[src/eep_pkg.sv]
/*
  Shared constants and types of the serial word-memory command block:
  command encoding, word and address widths, write timing and state codes.
  Assumes a single 40 MHz system clock drives all logic that uses it.
*/
package eep_pkg;
	// system clock rate in Hz
	localparam int EEP_SYS_CLK_HZ = 40_000_000;
	// word and address widths; command unit is start + 2 opcode bits + address
	localparam int EEP_DATA_W = 16;
	localparam int EEP_ADDR_W = 5;
	localparam int EEP_OP_W = 2;
	// opcode field values
	localparam logic [1:0] EEP_OP_EXT = 2'h0;
	localparam logic [1:0] EEP_OP_PROG = 2'h1;
	localparam logic [1:0] EEP_OP_READ = 2'h2;
	// extended commands, selected by the two top address bits under EEP_OP_EXT
	localparam logic [1:0] EEP_EXT_BLOCK = 2'h0;
	localparam logic [1:0] EEP_EXT_FILL = 2'h1;
	localparam logic [1:0] EEP_EXT_ERASE = 2'h2;
	localparam logic [1:0] EEP_EXT_ALLOW = 2'h3;
	// write latch state after reset: writes blocked
	localparam logic EEP_WRITE_ALLOW_RST = 1'b0;
	// write_duration: typical figure used for the busy time, and the ceiling
	localparam int EEP_WRITE_DURATION_US = 4000;
	localparam int EEP_WRITE_DURATION_MAX_US = 10000;
	localparam int EEP_WRITE_CYCLES = EEP_WRITE_DURATION_US * (EEP_SYS_CLK_HZ / 1_000_000);
	localparam int EEP_WRITE_MAX_CYCLES =
		EEP_WRITE_DURATION_MAX_US * (EEP_SYS_CLK_HZ / 1_000_000);

	typedef enum logic [2:0] {
		EEP_ST_IDLE,
		EEP_ST_CMD,
		EEP_ST_READ,
		EEP_ST_DATA,
		EEP_ST_HOLD,
		EEP_ST_BUSY
	} eep_state_t;

	typedef enum logic [1:0] {
		EEP_WR_PROG,
		EEP_WR_FILL,
		EEP_WR_ERASE
	} eep_wr_t;
endpackage

[src/eep_sync_if.sv]
/*
  Carrier for the synchronised pin levels and serial clock edge pulses.
  Assumes both ends run on sys_clk.
*/
`timescale 1ns/1ps
`default_nettype none
interface eep_sync_if;
	logic cs;
	logic din;
	logic prot;
	logic sclk_rise;
	logic sclk_fall;
	modport src (output cs, output din, output prot, output sclk_rise, output sclk_fall);
	modport dst (input cs, input din, input prot, input sclk_rise, input sclk_fall);
endinterface
`default_nettype wire

[src/eep_sync.sv]
/*
  Two-stage synchronisers for the four host pins and edge detection of the
  serial clock. Assumes pins are asynchronous to sys_clk and the serial clock
  is far slower than sys_clk.
*/
`timescale 1ns/1ps
`default_nettype none
module eep_sync (
	input wire logic sys_clk,
	input wire logic rst,
	input wire logic cs_pin,
	input wire logic sclk_pin,
	input wire logic din_pin,
	input wire logic prot_pin,
	eep_sync_if.src sy
);
	typedef struct packed {
		logic [3:0] s1;
		logic [3:0] s2;
		logic sclk_d;
	} eep_sync_t;

	eep_sync_t r;
	eep_sync_t next_r;

	// first stage is read only by the second; edge detect looks at stage two
	always_comb begin
		next_r = r;
		next_r.s1 = {prot_pin, din_pin, sclk_pin, cs_pin};
		next_r.s2 = r.s1;
		next_r.sclk_d = r.s2[1];
	end

	always_ff @(posedge sys_clk or posedge rst) begin
		if (rst) begin
			r <= '0;
		end else begin
			r <= next_r;
		end
	end

	// din and cs share the same latency as the edge pulses, so they line up
	assign sy.cs = r.s2[0];
	assign sy.din = r.s2[2];
	assign sy.prot = r.s2[3];
	assign sy.sclk_rise = r.s2[1] & ~r.sclk_d;
	assign sy.sclk_fall = ~r.s2[1] & r.sclk_d;
endmodule
`default_nettype wire

[src/eep_core.sv]
/*
  Command interface of a serial word memory: start detection, command and
  data shifting, sequential read, single-word and whole-array writes, write
  latch, busy/ready polling on data-out and lower-bank protection.
  Assumes host pins arrive asynchronously and a tri-state buffer outside
  combines data_out with data_out_oe_n.
*/
`timescale 1ns/1ps
`default_nettype none
// How it works
// - with select high, first clock edge sampling data-in high is the start
// - start, opcode, address, data arrive in order, sampled on rising edges
// - select low means standby; clock and data-in are ignored
// - start bit, opcode and address form one eight-bit command unit
// - read shifts the addressed word out, msb first, on falling edges
// - continued clocking streams the following words without a new command
// - read address wraps from the top word back to zero
// - writes start when select falls after enough clocks
// - an internal write finishes within the maximum write duration
// - select high while writing shows low busy, then high ready
// - all serial activity is ignored during an internal write
// - a start bit during ready display releases data-out
// - program writes one word; only the final sixteen data bits count
// - fill writes one word everywhere; last sixteen bits are used
// - erase sets every bit to one and needs no data
// - allow enables writes; block makes write commands rejected
// - writes are blocked after reset
// - protect low keeps the lower half of the array unwritten
// - a protected write still keeps the device busy the full time
module eep_core
	import eep_pkg::*;
#(
	parameter int ADDR_W = EEP_ADDR_W,
	parameter int DATA_W = EEP_DATA_W,
	parameter int WRITE_CYCLES = EEP_WRITE_CYCLES
) (
	input wire logic sys_clk,
	input wire logic rst,
	input wire logic chip_select,
	input wire logic serial_clock_in,
	input wire logic serial_data_in,
	input wire logic protect_in,
	output logic data_out,
	output logic data_out_oe_n
);
	localparam int CMD_W = EEP_OP_W + ADDR_W;
	localparam int WORDS = 1 << ADDR_W;
	localparam int CW = $clog2(DATA_W + 1);
	localparam int BW = $clog2(WRITE_CYCLES + 1);
	localparam logic [CW-1:0] CMD_LAST = CW'(CMD_W - 1);
	localparam logic [CW-1:0] BIT_LAST = CW'(DATA_W - 1);
	localparam logic [CW-1:0] DATA_FULL = CW'(DATA_W);
	localparam logic [BW-1:0] BUSY_LAST = BW'(WRITE_CYCLES - 1);
	localparam logic [BW-1:0] BUSY_WORDS = BW'(WORDS);

	typedef struct packed {
		eep_state_t st;
		eep_wr_t op;
		logic [CW-1:0] cnt;
		logic [CMD_W-1:0] cmd;
		logic [ADDR_W-1:0] addr;
		logic [DATA_W-1:0] shreg;
		logic [DATA_W-1:0] wdata;
		logic [BW-1:0] busy_cnt;
		logic allow;
		logic prot;
		logic ready;
		logic dout;
		logic dout_oe_n;
	} eep_regs_t;

	eep_regs_t r;
	eep_regs_t next_r;
	eep_sync_if sy ();
	logic [DATA_W-1:0] mem [WORDS];
	logic mem_we;
	logic [ADDR_W-1:0] mem_waddr;
	logic [DATA_W-1:0] mem_wdata;
	logic [CMD_W-1:0] full_cmd;
	logic [ADDR_W-1:0] addr_inc;

	eep_sync u_sync (
		.sys_clk(sys_clk),
		.rst(rst),
		.cs_pin(chip_select),
		.sclk_pin(serial_clock_in),
		.din_pin(serial_data_in),
		.prot_pin(protect_in),
		.sy(sy)
	);

	// command word including the bit sampled on this edge
	assign full_cmd = {r.cmd[CMD_W-2:0], sy.din};
	assign addr_inc = ADDR_W'(r.addr + 1'b1);

	// next-state logic of the whole command engine
	always_comb begin
		next_r = r;
		mem_we = 1'b0;
		mem_waddr = r.addr;
		mem_wdata = r.wdata;
		unique case (r.st)
			EEP_ST_IDLE: begin
				// ready stays on data-out only while select is high
				if (!sy.cs) begin
					next_r.dout_oe_n = 1'b1;
				end else if (r.ready) begin
					next_r.dout = 1'b1;
					next_r.dout_oe_n = 1'b0;
				end
				if (sy.cs && sy.sclk_rise && sy.din) begin
					next_r.st = EEP_ST_CMD;
					next_r.cnt = '0;
					next_r.ready = 1'b0;
					next_r.dout_oe_n = 1'b1;
				end
			end
			EEP_ST_CMD: begin
				if (!sy.cs) begin
					next_r.st = EEP_ST_IDLE;
				end else if (sy.sclk_rise) begin
					next_r.cmd = full_cmd;
					next_r.cnt = CW'(r.cnt + 1'b1);
					if (r.cnt == CMD_LAST) begin
						next_r.addr = full_cmd[ADDR_W-1:0];
						next_r.cnt = '0;
						unique case (full_cmd[CMD_W-1 -: EEP_OP_W])
							EEP_OP_READ: begin
								next_r.st = EEP_ST_READ;
								next_r.shreg = mem[full_cmd[ADDR_W-1:0]];
							end
							EEP_OP_PROG: begin
								next_r.st = EEP_ST_DATA;
								next_r.op = EEP_WR_PROG;
							end
							EEP_OP_EXT: begin
								unique case (full_cmd[ADDR_W-1 -: 2])
									EEP_EXT_ALLOW: begin
										next_r.allow = 1'b1;
										next_r.st = EEP_ST_HOLD;
									end
									EEP_EXT_BLOCK: begin
										next_r.allow = 1'b0;
										next_r.st = EEP_ST_HOLD;
									end
									EEP_EXT_FILL: begin
										next_r.st = EEP_ST_DATA;
										next_r.op = EEP_WR_FILL;
									end
									EEP_EXT_ERASE: begin
										// no data phase: the clock count is already met
										next_r.st = EEP_ST_DATA;
										next_r.op = EEP_WR_ERASE;
										next_r.cnt = DATA_FULL;
									end
								endcase
							end
							default: begin
								// unused opcode: sit out the rest of the frame
								next_r.st = EEP_ST_HOLD;
							end
						endcase
					end
				end
			end
			EEP_ST_READ: begin
				if (!sy.cs) begin
					next_r.st = EEP_ST_IDLE;
					next_r.dout_oe_n = 1'b1;
				end else if (sy.sclk_fall) begin
					next_r.dout = r.shreg[DATA_W-1];
					next_r.dout_oe_n = 1'b0;
					if (r.cnt == BIT_LAST) begin
						// word done: fetch the next one, address wraps naturally
						next_r.cnt = '0;
						next_r.addr = addr_inc;
						next_r.shreg = mem[addr_inc];
					end else begin
						next_r.cnt = CW'(r.cnt + 1'b1);
						next_r.shreg = {r.shreg[DATA_W-2:0], 1'b0};
					end
				end
			end
			EEP_ST_DATA: begin
				if (!sy.cs) begin
					// a short or unallowed write is dropped without going busy
					if (r.cnt == DATA_FULL && r.allow) begin
						next_r.st = EEP_ST_BUSY;
						next_r.busy_cnt = '0;
						next_r.prot = sy.prot;
					end else begin
						next_r.st = EEP_ST_IDLE;
					end
				end else if (sy.sclk_rise) begin
					// extra bits push older ones out, keeping the last word
					next_r.wdata = {r.wdata[DATA_W-2:0], sy.din};
					if (r.cnt != DATA_FULL) begin
						next_r.cnt = CW'(r.cnt + 1'b1);
					end
				end
			end
			EEP_ST_HOLD: begin
				if (!sy.cs) begin
					next_r.st = EEP_ST_IDLE;
				end
			end
			EEP_ST_BUSY: begin
				// pins ignored except select, which only gates the busy display
				next_r.dout = 1'b0;
				next_r.dout_oe_n = ~sy.cs;
				if (r.op == EEP_WR_PROG) begin
					mem_we = (r.busy_cnt == '0) && (r.prot || r.addr[ADDR_W-1]);
				end else begin
					// whole-array writes walk one word per cycle early in the busy time
					mem_waddr = r.busy_cnt[ADDR_W-1:0];
					mem_wdata = (r.op == EEP_WR_ERASE) ? '1 : r.wdata;
					mem_we = (r.busy_cnt < BUSY_WORDS) && (r.prot || mem_waddr[ADDR_W-1]);
				end
				// busy time runs in full even when protection blocked the write
				if (r.busy_cnt == BUSY_LAST) begin
					next_r.st = EEP_ST_IDLE;
					next_r.ready = 1'b1;
				end else begin
					next_r.busy_cnt = BW'(r.busy_cnt + 1'b1);
				end
			end
		endcase
	end

	// state register; write latch comes up blocked
	always_ff @(posedge sys_clk or posedge rst) begin
		if (rst) begin
			r <= '0;
			r.st <= EEP_ST_IDLE;
			r.op <= EEP_WR_PROG;
			r.allow <= EEP_WRITE_ALLOW_RST;
			r.dout_oe_n <= 1'b1;
		end else begin
			r <= next_r;
		end
	end

	// array has no reset: contents are nonvolatile in intent
	always_ff @(posedge sys_clk) begin
		if (mem_we) begin
			mem[mem_waddr] <= mem_wdata;
		end
	end

	assign data_out = r.dout;
	assign data_out_oe_n = r.dout_oe_n;
endmodule
`default_nettype wire

[config.mk]
export PLATFORM = sky130hd
export DESIGN_NAME = eep_core
export DESIGN_NICKNAME = d
export VERILOG_FILES = /design/src/eep_pkg.sv /design/src/eep_sync_if.sv /design/src/eep_sync.sv /design/src/eep_core.sv
export SDC_FILE = /design/constraint.sdc
export NUM_CORES = 1
export LEC_CHECK = 0
export BUFFER_PORTS_ARGS = -buffer_cell sky130_fd_sc_hd__buf_2
export CAP_MARGIN = 10
export CORE_MARGIN = 2
export CORE_UTILIZATION = 45
export DETAILED_ROUTE_END_ITERATION = 16
export REMOVE_ABC_BUFFERS = 1
export SYNTH_ARGS = -nofsm -noshare
export SYNTH_HDL_FRONTEND = slang
export SYNTH_SLANG_ARGS = --single-unit
[constraint.sdc]
create_clock -name sys_clk -period 10.6 [get_ports sys_clk]
set_clock_uncertainty 0.1 [all_clocks]
set_input_delay 0 -clock sys_clk [delete_from_list [all_inputs] [get_ports sys_clk]]
set_output_delay 0 -clock sys_clk [all_outputs]
set_load 0.05 [all_outputs]
==> results.md <==
| Stage | Result | This run |
|---|---|---|
| routing | Met1 Routed Length | 32400 um |
| place | Final RePlAce weighted congestion | 0.876 |
| routing | Via total after detailed routing | 16900 |
| global route | Number of global-route vias before repair | 17200 |
| sta | Final hold vios | 0 |
| routing | Average vias per placed instance | 6.52 |
| cts | Clock tree root driver cell | sky130_fd_sc_hd__clkbuf_16 |
| synthesis | Count of mapped cells out of synthesis | 1691 |
| synthesis | Average footprint of a synthesized cell | 16.7 um^2 |
| routing | Number of iterations in the first detailed-routing pass | 6 |
| die | Std-Cell Core Area | 61900 um^2 |
| sta | Maximum achievable frequency | 0.209 GHz |
| cts | Clock transition at path regs | 0.06 ns |
| layout | Synth-to-layout area growth | 12.1% |
| sta | Worst-Margin Slew | 1.39 ns |
| place | Count of buffers inserted at the top-level ports | 7 |
| cts | CTS max path bufs | 3 |
| sta | Worst max-slew margin expressed relative to the limit | 7.20% |
| synthesis | Mapped cell area | 28300 um^2 |
| layout | Total area of sequential cells | 17500 um^2 |
| die | Die extent in x | 255 um |
| layout | Area of the multi-input gates | 10300 um^2 |
| power | Worst VDD drop | 0.113 mV |
| synthesis | Synth cell count leaders | 512 x sky130_fd_sc_hd__edfxtp_1, 247 x sky130_fd_sc_hd__mux4_2, 131 x sky130_fd_sc_hd__nand2_1 |
| routing | Drt drc | 0 |
| synthesis | Share of the synthesized area in the top cell type | 54.4% |
| synthesis | Synth async-reset ratio | 14.2% |
| global route | Largest net degree at the start of global routing | 109 |
| run | Max Cap Violations | 0 |
| setup path | Critical Setup Path Class | reg -> reg |
| layout | Layout fillers | 5088 |
| layout | Final Util | 51.2% |
| cts | Total of cells resized after clock tree synthesis | 0 |
| synthesis | Synth area leader | sky130_fd_sc_hd__edfxtp_1 |
| layout | Diodes inserted | 0 |
| die | Initial standard-cell utilization of the core | 45.7% |
| cts | Clock insertion delay at the later pin of the skew report | 0.61 ns |
| routing | Top Metal Used | met5 |
| setup path | Critical register-to-register path startpoint | r[55] |
| routing | Number of DRC markers after the initial detailed-route iteration | 2136 |
| sta | RSZ-0062 raised after global routing | no |
| cts | Number of buffers inserted during clock tree synthesis | 68 |
| die | Total number of placement rows | 91 |
| sta | Finish-stage setup viols | 0 |
| cts | Clock sinks | 597 |
| sta | Setup TNS | 0 ns |
| min path | Class of the most critical hold timing path | reg -> reg |
| setup path | Crit start category | register |
| place | Detailed Place HPWL | 49200 um |
| routing | Count of nets left with antenna violations after detail routing | 0 |
| layout | Number of nets in the layout | 1724 |
| sta | Tmin final | 4.78 ns |
| setup path | Data required time of the worst path | 11.01 ns |
| sta | Final Max Slew Viols | 0 |
| synthesis | Most frequent cell after synthesis | sky130_fd_sc_hd__edfxtp_1 |
| global route | GRT Residual Overflow | 0 |
| global route | Antenna violations before repair | 1 |
| setup path | Largest driver fanout on the critical path | 65 |
| setup path | End of the worst register-to-register path | r[45] |
| routing | Drt wl/cell | 31.5 um |
| synthesis | Yosys reg bits | 597 |
| synthesis | EDFF count, synth | 512 |
| setup path | Critical path data arrival time | 5.19 ns |
| cts | Depth of the CTS H-tree | 3 |
| setup path | Start point of the critical path | r[55] |
| synthesis | Top_reg_cell synth | sky130_fd_sc_hd__edfxtp_1 |
| routing | Drt total wl | 81700 um |
| synthesis | Sequential share of the synthesized area | 61.9% |
| global route | GRT Util Overall | 25.8% |
| setup path | Critical path capture point | r[45] |
| global route | First-pass GRT wire length | 120000 um |
| die | Die area | 64900 um^2 |
| synthesis | Count of different cell masters after synthesis | 70 |
| routing | Met3 WL | 8260 um |
| die | Die height | 255 um |
| power | Cell leakage power | 8.85 nW |
| setup path | CP endpoint kind | register |
| synthesis | Main area contributors after synthesis | sky130_fd_sc_hd__edfxtp_1 54%, sky130_fd_sc_hd__mux4_2 20%, sky130_fd_sc_hd__dfrtp_1 7.4% |
| synthesis | Yosys warns | 0 |
| die | I/O pins | 8 |
| sta | Period utilization | 45.1% |
| cts | Number of buffers added for setup after CTS | 0 |
| run status | Status | finished clean |
| cts | Clock tree from TritonCTS | yes |
| layout | Proportion of layout cells with a drive suffix above 1 | 28.8% |
| setup path | Register-to-Register Path Depth | 8 |
| power | Pwr Density | 174 nW/um^2 |
| setup path | Setup slack of the worst register-to-register path | 5.82 ns |
| routing | Metal2 WL | 38800 um |
==> final cells by class <==
class | instances | share of cell area [%]
multi-input cells | 960 | 32.6
flip-flops and latches | 597 | 55.3
clock inverters | 17 | 0.675
well taps | 837 | 3.30
repair buffers | 61 | 1.60
clock buffers | 106 | 6.31
inverters | 20 | 0.245
==> layout by cell type (no fill, tap or decap), drive strengths merged, types with 11 or more instances in the layout <==
| cell type | Yosys | final |
|---|---|---|
| nor2 | 79 | 79 |
| inv | 19 | 20 |
| clkbuf | 44 | 106 |
| edfxtp | 512 | 512 |
| or2 | 20 | 20 |
| a21oi | 34 | 34 |
| nand4 | 16 | 16 |
| mux2 | 42 | 42 |
| a211oi | 11 | 11 |
| a2111oi | 13 | 13 |
| nand2 | 131 | 131 |
| mux4 | 247 | 247 |
| dfrtp | 84 | 84 |
| xnor2 | 18 | 18 |
| nor3 | 20 | 20 |
| buf | 70 | 51 |
| mux2i | 50 | 50 |
| o21ai | 47 | 47 |
| nand3 | 52 | 52 |
| a221oi | 37 | 37 |
| nor2b | 25 | 25 |
==> where the power goes <==
part	total [W]	internal [W]	switching (W)
Combinational	0.000562	0.000226	0.000336
Sequential	0.00262	0.00254	0.0000832
Clock	0.00234	0.00142	0.000919
==> state kept, by name, summed over array words and instances, names as in the netlist <==
| name | cells |
|---|---|
| mem | 512 |
| u_sync.sy.prot | 1 |
| u_sync.sy.din | 1 |
| u_sync.r | 1 |
| full_cmd | 6 |
| data_out | 1 |
| u_sync.sy.cs | 1 |
| r | 68 |
| u_sync.next_r | 5 |
| data_out_oe_n | 1 |
==> kinds of logic after synthesis <==
| group | Yosys count | synth area share [%] |
|---|---|---|
| flops | 597 | 61.9 |
| simple gates | 396 | 6.84 |
| mux | 339 | 23.1 |
| compound gates | 195 | 4.82 |
| buf+inv | 134 | 2.21 |
| xor+xnor | 20 | 0.646 |
| fa+ha+maj | 10 | 0.442 |
==> worst max-delay path, stage by stage (launching register included) <==
cell	delay (ns)
sky130_fd_sc_hd__dfrtp_4	0.97
sky130_fd_sc_hd__ha_4	0.79
sky130_fd_sc_hd__buf_4	0.64
sky130_fd_sc_hd__buf_4	0.83
sky130_fd_sc_hd__mux2_2	0.30
sky130_fd_sc_hd__o22ai_1	0.07
sky130_fd_sc_hd__o41ai_1	0.59
sky130_fd_sc_hd__nand4_1	0.14
sky130_fd_sc_hd__a31oi_1	0.18
==> metal layers <==
| metal | up-vias | track usage [%] |
|---|---|---|
| met5 | - | 0 |
| met1 | 8884 | 35.5 |
| li1 | 6966 | - |
| met4 | 2 | 7.97 |
| met3 | 162 | 6.36 |
| met2 | 922 | 40.8 |
==> how the worst min path moves through the flow <==
stage | start | endpoint | slack [ns] | cells past startpoint
2_1_floorplan | chip_select | u_sync.next_r[1] | -0.07 | 0
3_3_place_gp | rst | u_sync.sy.din | -0.04 | 2
3_5_place_dp | rst | u_sync.next_r[3] | -0.04 | 2
4_1_cts | u_sync.next_r[4] | u_sync.sy.prot | 0.25 | 0
5_1_grt | u_sync.next_r[1] | u_sync.sy.cs | 0.26 | 0
6_report | u_sync.next_r[4] | u_sync.sy.prot | 0.25 | 0
==> metrics by stage <==
| step | hold WS (ns) | cells | setup WS (ns) | total power (W) | instance area [um^2] |
|---|---|---|---|---|---|
| floorplan | -0.0686 | 1577 | 1.09 | 0.00304 | 27700 |
| global placement | -0.0427 | 2463 | 5.90 | 0.00323 | 29300 |
| detailed placement | -0.0393 | 2464 | 5.85 | 0.00323 | 29400 |
| CTS | 0.250 | 2597 | 5.78 | 0.00557 | 31700 |
| global route | 0.262 | 2598 | 5.59 | 0.00569 | 31700 |
| finish | 0.247 | 2598 | 5.82 | 0.00552 | 31700 |
==> repair_timing <==
item / in CTS / in global routing
hold buffers: 10 / 0
endpoints found under the hold margin: 30 / 0
setup endpoints to repair: 0 / 0
Power figures use the tool's default switching activity.
